<file path="src/rtl/lfr_cfg.svh">
`ifndef LFR_CFG_SVH
`define LFR_CFG_SVH
// Register byte offsets
`define LFR_ADDR_ERROR 6'h00
`define LFR_ADDR_TIMING 6'h04
`define LFR_ADDR_BAUD 6'h08
`define LFR_ADDR_LENGTH 6'h0C
`define LFR_ADDR_IDENT 6'h10
`define LFR_ADDR_SELECT 6'h14
`define LFR_ADDR_DATA 6'h18
`define LFR_ADDR_CONTROL 6'h1C
`define LFR_ADDR_STATUS 6'h20
`define LFR_ADDR_IRQ_STAT 6'h24
`define LFR_ADDR_IRQ_CLR 6'h28
`define LFR_ADDR_IRQ_EN 6'h2C
// Field positions
`define LFR_ERR_ABORT 7
`define LFR_TIM_NORESYNC 7
`define LFR_SEL_NOINC 3
`define LFR_CTL_UART 0
`define LFR_CTL_OLDVER 1
`define LFR_STAT_SUMMARY 0
`define LFR_IRQ_ERROR 0
`define LFR_IRQ_RXBYTE 1
// Reset values and limits
`define LFR_SAMPLES_RESET 6'h20
`define LFR_SAMPLES_MIN 6'h08
`define LFR_LEN_MAX 4'h8
`define LFR_RESP_OKAY 2'h0
`define LFR_RESP_SLVERR 2'h2
`endif

</file>
<file path="src/rtl/lfr_pkg.sv">
package lfr_pkg;
  typedef logic [7:0] lfr_byte_t;
  typedef logic [5:0] lfr_addr_t;
  typedef enum logic {LFR_MODE_LIN, LFR_MODE_UART} lfr_mode_t;
endpackage : lfr_pkg

</file>
<file path="src/rtl/lfr_frame_regs.sv">
// Notes on behaviour
// - Read-only eight error flags, zero after reset
// - Abort command sets the abort warning flag
// - Flags stick until summary flag cleared
// - Resync on edges unless disable bit set
// - Six-bit samples per bit, 32/8/63
// - Sample period is clock times divider+1
// - Transmit length upper nibble, clamped to eight
// - Receive length lower nibble, clamped to eight
// - Identifier parity bits computed read-only
// - Old version length code 2/2/4/8 bytes
// - Old four-bit id, new six-bit id
// - Index auto-advances per data access unless disabled or in UART mode
// - Three-bit index selects buffered response byte
// - Data port is buffer or single UART byte
// - Summary flag ORs flags, write one clears
// - Version bit: 0 newer, 1 older
`include "lfr_cfg.svh"
`timescale 1ns/1ps
`default_nettype none
module lfr_frame_regs
  import lfr_pkg::*;
(
  input wire logic ref_clk,
  input wire logic sys_rst,
  input wire lfr_pkg::lfr_addr_t s_axi_awaddr,
  input wire logic s_axi_awvalid,
  output logic s_axi_awready,
  input wire logic [31:0] s_axi_wdata,
  input wire logic [3:0] s_axi_wstrb,
  input wire logic s_axi_wvalid,
  output logic s_axi_wready,
  output logic [1:0] s_axi_bresp,
  output logic s_axi_bvalid,
  input wire logic s_axi_bready,
  input wire lfr_pkg::lfr_addr_t s_axi_araddr,
  input wire logic s_axi_arvalid,
  output logic s_axi_arready,
  output logic [31:0] s_axi_rdata,
  output logic [1:0] s_axi_rresp,
  output logic s_axi_rvalid,
  input wire logic s_axi_rready,
  input wire lfr_pkg::lfr_byte_t errEvent,
  input wire logic rxEdge,
  input wire logic rxByteValid,
  input wire logic [2:0] rxByteIndex,
  input wire lfr_pkg::lfr_byte_t rxByte,
  input wire logic [2:0] bufReadIndex,
  output lfr_pkg::lfr_byte_t bufReadData,
  output logic uartRxValid,
  output logic uartTxStart,
  output lfr_pkg::lfr_byte_t uartTxData,
  output lfr_pkg::lfr_mode_t linkMode,
  output logic oldVersion,
  output logic sampleTick,
  output logic bitTick,
  output logic [3:0] txLength,
  output logic [3:0] rxLength,
  output logic [3:0] idLength,
  output logic [5:0] frameId,
  output logic irq
);
  import lfr_pkg::*;
  logic [7:0] errorFlags;
  logic resyncDisable;
  logic [5:0] samplesPerBit;
  logic [11:0] baudDivisor;
  lfr_byte_t responseLength;
  logic [5:0] idBits;
  logic noAutoIncrement;
  logic [2:0] bufferIndex;
  lfr_byte_t respBuf [8];
  lfr_byte_t uartRxHold;
  logic uartMode;
  logic [1:0] irqStatus;
  logic [1:0] irqEnable;
  logic [11:0] divCnt;
  logic [5:0] sampleCnt;
  logic awHeld;
  logic wHeld;
  lfr_addr_t wrAddr;
  logic [31:0] wrData;
  logic [3:0] wrStrb;
  logic wrEn;
  logic rdEn;
  logic lane0;
  logic errClear;
  logic dataWr;
  logic dataRd;
  logic [5:0] effSamples;
  logic [1:0] idParity;
  logic [1:0] irqEvent;
  logic [31:0] next_rdata;
  logic [1:0] next_rresp;
  logic wrMapped;
  logic timingWr;

  assign wrEn = awHeld && wHeld && !s_axi_bvalid;
  assign rdEn = s_axi_arvalid && s_axi_arready;
  assign lane0 = wrStrb[0];
  assign errClear = wrEn && lane0 && wrAddr == `LFR_ADDR_STATUS
    && wrData[`LFR_STAT_SUMMARY];
  assign dataWr = wrEn && lane0 && wrAddr == `LFR_ADDR_DATA;
  assign dataRd = rdEn && s_axi_araddr == `LFR_ADDR_DATA;
  // Values below the minimum would make a bit shorter than the voter needs
  assign effSamples = (samplesPerBit < `LFR_SAMPLES_MIN) ?
    `LFR_SAMPLES_MIN : samplesPerBit;
  assign idParity[0] = idBits[4] ^ idBits[2] ^ idBits[1]
    ^ idBits[0];
  assign idParity[1] = !(idBits[1] ^ idBits[3] ^ idBits[4]
    ^ idBits[5]);
  assign irqEvent[`LFR_IRQ_ERROR] = |errEvent;
  assign irqEvent[`LFR_IRQ_RXBYTE] = uartMode && rxByteValid;
  assign wrMapped = wrAddr <= `LFR_ADDR_IRQ_EN;
  assign timingWr = wrEn && lane0 && wrAddr == `LFR_ADDR_TIMING;

  // Write address and data may arrive in either order
  always_ff @(posedge ref_clk)
  begin
    if (sys_rst)
    begin
      awHeld <= 1'b0;
      wHeld <= 1'b0;
      s_axi_awready <= 1'b1;
      s_axi_wready <= 1'b1;
      s_axi_bvalid <= 1'b0;
      s_axi_bresp <= `LFR_RESP_OKAY;
      wrAddr <= '0;
      wrData <= '0;
      wrStrb <= '0;
    end
    else
    begin
      if (s_axi_awvalid && s_axi_awready)
      begin
        awHeld <= 1'b1;
        s_axi_awready <= 1'b0;
        wrAddr <= s_axi_awaddr;
      end
      if (s_axi_wvalid && s_axi_wready)
      begin
        wHeld <= 1'b1;
        s_axi_wready <= 1'b0;
        wrData <= s_axi_wdata;
        wrStrb <= s_axi_wstrb;
      end
      if (wrEn)
      begin
        s_axi_bvalid <= 1'b1;
        s_axi_bresp <= wrMapped ? `LFR_RESP_OKAY : `LFR_RESP_SLVERR;
      end
      if (s_axi_bvalid && s_axi_bready)
      begin
        s_axi_bvalid <= 1'b0;
        awHeld <= 1'b0;
        wHeld <= 1'b0;
        s_axi_awready <= 1'b1;
        s_axi_wready <= 1'b1;
      end
    end
  end

  always_comb
  begin
    next_rdata = '0;
    next_rresp = `LFR_RESP_OKAY;
    if (s_axi_araddr == `LFR_ADDR_ERROR)
      next_rdata[7:0] = errorFlags;
    else if (s_axi_araddr == `LFR_ADDR_TIMING)
      next_rdata[7:0] = {resyncDisable, 1'b0, samplesPerBit};
    else if (s_axi_araddr == `LFR_ADDR_BAUD)
      next_rdata[15:0] = {4'h0, baudDivisor};
    else if (s_axi_araddr == `LFR_ADDR_LENGTH)
      next_rdata[7:0] = responseLength;
    else if (s_axi_araddr == `LFR_ADDR_IDENT)
      next_rdata[7:0] = {idParity, idBits};
    else if (s_axi_araddr == `LFR_ADDR_SELECT)
      next_rdata[7:0] = {4'h0, noAutoIncrement, bufferIndex};
    else if (s_axi_araddr == `LFR_ADDR_DATA)
      next_rdata[7:0] = uartMode ? uartRxHold
        : respBuf[bufferIndex];
    else if (s_axi_araddr == `LFR_ADDR_CONTROL)
      next_rdata[1:0] = {oldVersion, uartMode};
    else if (s_axi_araddr == `LFR_ADDR_STATUS)
      next_rdata[0] = |errorFlags;
    else if (s_axi_araddr == `LFR_ADDR_IRQ_STAT)
      next_rdata[1:0] = irqStatus;
    else if (s_axi_araddr == `LFR_ADDR_IRQ_CLR)
      next_rdata = '0;
    else if (s_axi_araddr == `LFR_ADDR_IRQ_EN)
      next_rdata[1:0] = irqEnable;
    else
      next_rresp = `LFR_RESP_SLVERR;
  end

  always_ff @(posedge ref_clk)
  begin
    if (sys_rst)
    begin
      s_axi_arready <= 1'b1;
      s_axi_rvalid <= 1'b0;
      s_axi_rdata <= '0;
      s_axi_rresp <= `LFR_RESP_OKAY;
    end
    else if (rdEn)
    begin
      s_axi_arready <= 1'b0;
      s_axi_rvalid <= 1'b1;
      s_axi_rdata <= next_rdata;
      s_axi_rresp <= next_rresp;
    end
    else if (s_axi_rvalid && s_axi_rready)
    begin
      s_axi_rvalid <= 1'b0;
      s_axi_arready <= 1'b1;
    end
  end

  // New events win over a clear in the same cycle
  always_ff @(posedge ref_clk)
  begin
    if (sys_rst)
      errorFlags <= 8'h00;
    else
      errorFlags <= (errClear ? 8'h00 : errorFlags)
        | errEvent;
  end

  always_ff @(posedge ref_clk)
  begin
    if (sys_rst)
    begin
      resyncDisable <= 1'b0;
      samplesPerBit <= `LFR_SAMPLES_RESET;
      baudDivisor <= 12'h000;
      responseLength <= 8'h00;
      idBits <= 6'h00;
      noAutoIncrement <= 1'b0;
      uartMode <= 1'b0;
      oldVersion <= 1'b0;
      irqEnable <= 2'h0;
    end
    else if (wrEn)
    begin
      if (wrAddr == `LFR_ADDR_TIMING && lane0)
      begin
        resyncDisable <= wrData[`LFR_TIM_NORESYNC];
        samplesPerBit <= wrData[5:0];
      end
      else if (wrAddr == `LFR_ADDR_BAUD)
      begin
        // Upper nibble is not stored
        if (lane0)
          baudDivisor[7:0] <= wrData[7:0];
        if (wrStrb[1])
          baudDivisor[11:8] <= wrData[11:8];
      end
      else if (wrAddr == `LFR_ADDR_LENGTH && lane0)
        responseLength <= wrData[7:0];
      else if (wrAddr == `LFR_ADDR_IDENT && lane0)
        idBits <= wrData[5:0];
      else if (wrAddr == `LFR_ADDR_SELECT && lane0)
        noAutoIncrement <= wrData[`LFR_SEL_NOINC];
      else if (wrAddr == `LFR_ADDR_CONTROL && lane0)
      begin
        uartMode <= wrData[`LFR_CTL_UART];
        oldVersion <= wrData[`LFR_CTL_OLDVER];
      end
      else if (wrAddr == `LFR_ADDR_IRQ_EN && lane0)
        irqEnable <= wrData[1:0];
    end
  end

  // A read and a write of the data port in one cycle advance by two
  always_ff @(posedge ref_clk)
  begin
    if (sys_rst)
      bufferIndex <= 3'h0;
    else if (wrEn && lane0 && wrAddr == `LFR_ADDR_SELECT)
      bufferIndex <= wrData[2:0];
    else if (!uartMode && !noAutoIncrement)
      bufferIndex <= bufferIndex + {2'h0, dataWr}
        + {2'h0, dataRd};
  end

  // The frame engine's own byte wins over a software write
  always_ff @(posedge ref_clk)
  begin
    if (sys_rst)
    begin
      for (int i = 0; i < 8; i++)
        respBuf[i] <= 8'h00;
    end
    else if (rxByteValid && !uartMode)
      respBuf[rxByteIndex] <= rxByte;
    else if (dataWr && !uartMode)
      respBuf[bufferIndex] <= wrData[7:0];
  end

  always_ff @(posedge ref_clk)
  begin
    if (sys_rst)
    begin
      uartRxHold <= 8'h00;
      uartRxValid <= 1'b0;
      uartTxStart <= 1'b0;
      uartTxData <= 8'h00;
    end
    else
    begin
      uartTxStart <= dataWr && uartMode;
      if (dataWr && uartMode)
        uartTxData <= wrData[7:0];
      if (rxByteValid && uartMode)
      begin
        uartRxHold <= rxByte;
        uartRxValid <= 1'b1;
      end
      else if (dataRd && uartMode)
        uartRxValid <= 1'b0;
    end
  end

  // A new timing restarts the bit, so the count stays below it
  always_ff @(posedge ref_clk)
  begin
    if (sys_rst)
    begin
      divCnt <= 12'h000;
      sampleCnt <= 6'h00;
      sampleTick <= 1'b0;
      bitTick <= 1'b0;
    end
    else if ((rxEdge && !resyncDisable) || timingWr)
    begin
      divCnt <= 12'h000;
      sampleCnt <= 6'h00;
      sampleTick <= 1'b0;
      bitTick <= 1'b0;
    end
    else
    begin
      sampleTick <= divCnt == baudDivisor;
      bitTick <= divCnt == baudDivisor && sampleCnt == effSamples - 6'h01;
      if (divCnt == baudDivisor)
      begin
        divCnt <= 12'h000;
        sampleCnt <= (sampleCnt >= effSamples - 6'h01) ? 6'h00
          : sampleCnt + 6'h01;
      end
      else
        divCnt <= divCnt + 12'h001;
    end
  end

  // Frame engine view, registered so outputs come from flops
  always_ff @(posedge ref_clk)
  begin
    if (sys_rst)
    begin
      txLength <= 4'h0;
      rxLength <= 4'h0;
      idLength <= 4'h2;
      frameId <= 6'h00;
      linkMode <= LFR_MODE_LIN;
      bufReadData <= 8'h00;
    end
    else
    begin
      txLength <= (responseLength[7:4] > `LFR_LEN_MAX) ? `LFR_LEN_MAX
        : responseLength[7:4];
      rxLength <= (responseLength[3:0] > `LFR_LEN_MAX) ? `LFR_LEN_MAX
        : responseLength[3:0];
      idLength <= idBits[5] ? (idBits[4] ? 4'h8 : 4'h4) : 4'h2;
      frameId <= oldVersion ? {2'h0, idBits[3:0]} : idBits;
      linkMode <= uartMode ? LFR_MODE_UART : LFR_MODE_LIN;
      bufReadData <= respBuf[bufReadIndex];
    end
  end

  always_ff @(posedge ref_clk)
  begin
    if (sys_rst)
    begin
      irqStatus <= 2'h0;
      irq <= 1'b0;
    end
    else
    begin
      irqStatus <= ((wrEn && lane0 && wrAddr == `LFR_ADDR_IRQ_CLR) ?
        irqStatus & ~wrData[1:0] : irqStatus) | irqEvent;
      irq <= |(irqStatus & irqEnable);
    end
  end
endmodule : lfr_frame_regs
`default_nettype wire

</file>
<file path="config.mk">
export PLATFORM = sky130hd
export DESIGN_NAME = lfr_frame_regs
export DESIGN_NICKNAME = d
export VERILOG_FILES = /design/src/rtl/lfr_pkg.sv /design/src/rtl/lfr_frame_regs.sv
export VERILOG_INCLUDE_DIRS = /design/src /design/src/rtl
export SDC_FILE = /design/constraint.sdc
export NUM_CORES = 1
export LEC_CHECK = 0
export ABC_AREA = 1
export BUFFER_PORTS_ARGS = -buffer_cell sky130_fd_sc_hd__buf_2
export CORE_UTILIZATION = 55
export DETAILED_ROUTE_END_ITERATION = 8
export GPL_TIMING_DRIVEN = 1
export PLACE_DENSITY = 0.88
export SLEW_MARGIN = 20
export SYNTH_ARGS = -nofsm -noshare
export SYNTH_HDL_FRONTEND = slang
export SYNTH_SLANG_ARGS = --single-unit
export TNS_END_PERCENT = 1
</file>
<file path="constraint.sdc">
create_clock -name ref_clk -period 2.9 [get_ports ref_clk]
set_input_delay 0.29 -clock ref_clk [delete_from_list [all_inputs] [get_ports ref_clk]]
set_output_delay 0.29 -clock ref_clk [all_outputs]
set_load 0.01 [all_outputs]
</file>
==> results.tsv <==
stage	metric	value	unit
sta	max_freq	0.3765	GHz
global_route	grt_pass1_vias	9113	
floorplan	rows	49	
sta	tightest_slew	783.4	ps
yosys	async_flop_share	0	%
clock_network	clock-root-buffer	clkbuf_16	
status	violations	design-rule violations	
clock_network	cts_tree	yes	
sta	finalCritPeriodShare	91.60	%
clock_network	insertion_delay	520	ps
placed_design	dp_hpwl	19.83	mm
cells_and_area	layout-drive-gt1-share	13.91	%
clock_network	post_cts_buffers	0	
critical_path	cp.required	3080	ps
yosys	ys_ff_latch	224	
critical_path	rr_startpoint	wrAddr[0]	
global_route	grt_max_degree	48	
cells_and_area	synthToLayoutAreaGrowth	15.06	%
floorplan	io_pins	161	
yosys	synth_compound_gate_area_share	15.68	%
sta	fin_crit	2656	ps
yosys	synth_edf_count	64	
placed_design	io_buffers	115	
route	drc_errors	21	
route	dr.pass1.iters	9	
sta	finClkSkew	6.306	ps
route	routed_wl	28.65	mm
critical_path	critPathKind	flop to flop	
critical_path	path_buf_inv	0	
yosys	synth-simple-area-share	23.36	%
job	maxCapViolations	0	
yosys	syn_area	10290	µm²
placed_design	placed_area	10970	µm²
route	drt-wirelength-per-cell	17.12	µm
floorplan	initial_core_util	56.71	%
sta	slew-limit-headroom	47.45	%
yosys	synthAdderAreaFrac	1.167	%
yosys	synth_cells	1322	
sta	timing.final.hold_violations	0	
critical_path	crit_path_max_incr_delay	320	ps
route	dr.first_iter.drc_count	1060	
power_and_ir_drop	p_leak	5.091	nW
hold_path	hold_path_class	input port to flop	
power_and_ir_drop	finalPower	7.207	mW
clock_network	cts_buffers	24	
clock_network	cts_sinks	224	
global_route	grt_use_total	29.61	%
cells_and_area	nets	1515	
cells_and_area	final_util	65.25	%
yosys	synth_xor_area_share	1.872	%
critical_path	slowest_stage	nand2_1	
sta	fin_setup_tns	0	ps
hold_path	min_from	errEvent[6]	
critical_path	cp-start-kind	flop	
power_and_ir_drop	ir_drop	0.4472	mV
critical_path	crit_chain	nor2_1 -> nand3_1 -> nor2_4 -> nand3b_4 -> nand2_1 -> o21ai_1 -> nor2_2 -> nand2_2 -> nand2_1	
yosys	synth_warnings	0	
cells_and_area	fillers	1393	
clock_network	cts_max_path_buffers	3	
sta	setup_viol	0	
global_route	grt_pass1_wl	45.61	mm
critical_path	worst_setup_path_end_kind	flop	
yosys	synth-seq-area-share	49.80	%
global_route	antenna_found_initial	0	
sta	rsz0062_at_grt	no	
yosys	syn_area_per_cell	7.785	µm²
yosys	ys_types	46	
yosys	muxShareOfSynthArea	0	%
floorplan	die_h	138.8	µm
cells_and_area	diodes	0	
global_route	grt-ovfl-total	0	
critical_path	crit_top_cell	nand2_1	
clock_network	path_clk_slew	60	ps
floorplan	die_w	138.8	µm
floorplan	dieArea	19260	µm²
yosys	synth_top_family_by_area	simple AND/OR/NAND/NOR gates	
floorplan	core_area	18150	µm²
cells_and_area	final_cells	1674	
cells_and_area	final_area	11840	µm²
status	status	finished with violations	
yosys	synth-main-ff-cell	dfxtp_1	
clock_network	h-tree-depth	1	
critical_path	path_max_fanout	22	
route	via_count	9734	
placed_design	dp_cells	1629	
route	via_per_inst	5.815	
critical_path	critical-path-top-delay-family	simple AND/OR/NAND/NOR gates	
power_and_ir_drop	powerDensity	608.6	nW/µm²
route	ant_nets	0	
critical_path	startpoint	wrAddr[0]	
sta	finalMaxSlewViolations	0	
critical_path	arrival	2840	ps
placed_design	routabilityCongestion	0.9785	
-- metal layers --
metal	global-route usage, %	share of wire [%]	vias up	routed length (µm)
li1	-	-	4541	-
met1	36.83	38	4452	10760
met2	49.15	47	617	13480
met3	5.628	11	124	3095
met4	15.32	4.6	0	1309
met5	0	0	-	0
-- power by group --
part           switching, mW  internal, mW  total [mW]  leakage (nW)
sequential            0.0784          3.34        3.42          1.92
clock                   1.23          2.05        3.27         0.412
combinational          0.362         0.155       0.518          2.76
total                   1.67          5.54        7.21          5.09
-- worst reg2reg max path: stages, from the launching register on --
cell	delay, ps
dfxtp_1	310
nor2_1	210
nand3_1	240
nor2_4	240
nand3b_4	250
nand2_1	140
o21ai_1	100
nor2_2	300
nand2_2	200
nand2_1	330
-- sequential cells by signal, summed over array words and instances, names as in the netlist, 2 cells and up, named ones only --
| name | flops |
|---|---|
| wrStrb | 2 |
| idLength | 3 |
| irqStatus | 2 |
| frameId | 6 |
| respBuf | 64 |
| txLength | 4 |
| rxLength | 4 |
| uartTxData | 8 |
| s_axi_rdata | 12 |
| responseLength | 8 |
| bufferIndex | 3 |
| irqEnable | 2 |
| divCnt | 12 |
| wrAddr | 6 |
| errorFlags | 8 |
| bufReadData | 8 |
| sampleCnt | 6 |
| wrData | 12 |
| uartRxHold | 8 |
| idBits | 6 |
| baudDivisor | 12 |
| samplesPerBit | 6 |
-- final timing paths --
kind	endpoint	slack [ps]	cells after the start
hold reg to reg	uartTxData[4]	440	2
setup reg to reg	respBuf[6][7]	240	9
setup / recovery	respBuf[6][7]	240	9
hold / removal	errorFlags[6]	4	3
-- cell usage in the layout, fill, tap and decap left out, types with 6 or more instances in the layout --
master,Yosys,routed
a211oi_1,6,6
a21oi_1,114,114
a31oi_1,12,12
buf_2,2,115
buf_4,23,15
clkbuf_1,45,6
clkbuf_16,0,25
conb_1,1,23
dfxtp_1,160,160
edfxtp_1,64,64
ha_1,8,8
inv_1,117,116
nand2_1,202,198
nand2_2,8,12
nand3_1,69,69
nand4_1,12,12
nor2_1,227,227
nor3_1,20,20
o21ai_0,157,157
o22ai_1,8,8
or2_2,6,6
xnor2_1,13,13
xor2_1,9,9
-- stage by stage --
step / setup slack (ps) / hold slack, ps
finish: 243.7 / 3.566
global route: 4.415 / 24.93
CTS: 232.1 / 0.8585
detailed placement: 322.9 / 436.8
global placement: 430.2 / 429.2
floorplan: 666.6 / 407.4
-- synth_stat cells, types with 2 or more instances --
library cell	instances	area share, %
ha_1	8	0.97
clkbuf_1	45	1.6
a211oi_1	6	0.44
or2_2	6	0.36
inv_2	4	0.15
buf_2	2	0.097
nand4_1	12	0.73
nand2_2	8	0.49
a21oi_1	114	5.5
nand3_1	69	3.4
a31oi_1	12	0.73
xor2_1	9	0.77
nor4_1	2	0.12
dfxtp_1	160	31
o22ai_1	8	0.49
nand2_1	202	7.4
xnor2_1	13	1.1
nor2_4	4	0.44
o21ai_4	2	0.32
and3_1	2	0.12
nor3b_1	3	0.22
nor2_1	227	8.3
inv_1	117	4.3
nor2_2	2	0.12
o21ai_0	157	7.6
edfxtp_1	64	19
buf_1	3	0.11
and2_1	2	0.12
nor3_1	20	0.97
buf_4	23	1.7
-- cells by family (layout without fill, tap and decap cells) --
logic type / after synthesis / count (layout)
AOI/OAI and AO/OA: 306 / 306
xor gates and xnor gates: 22 / 22
adders and majority gates: 9 / 9
buffers and inverters: 196 / 297
DFF: 224 / 224
other: 1 / 23
and+or+nand+nor: 564 / 564
-- cell type report --
type	count	area [µm²]	area share (%)
tap	229	286.5	2.420
inverter	122	457.9	3.867
timing repair buffer	131	698.2	5.896
clock buffer	32	661.9	5.590
multi-input combinational	924	4427	37.38
sequential	224	5125	43.28
clock inverter	12	185.2	1.564
-- timing repair --
| item | in CTS | in global routing |
|---|---|---|
| resized for setup | 0 | 4 |
| hold buffers | 1 | 0 |
| hold endpoints to repair | 1 | 0 |
| endpoints found under the setup margin | 0 | 32 |
No activity file was read; power rests on OpenSTA's default activity.
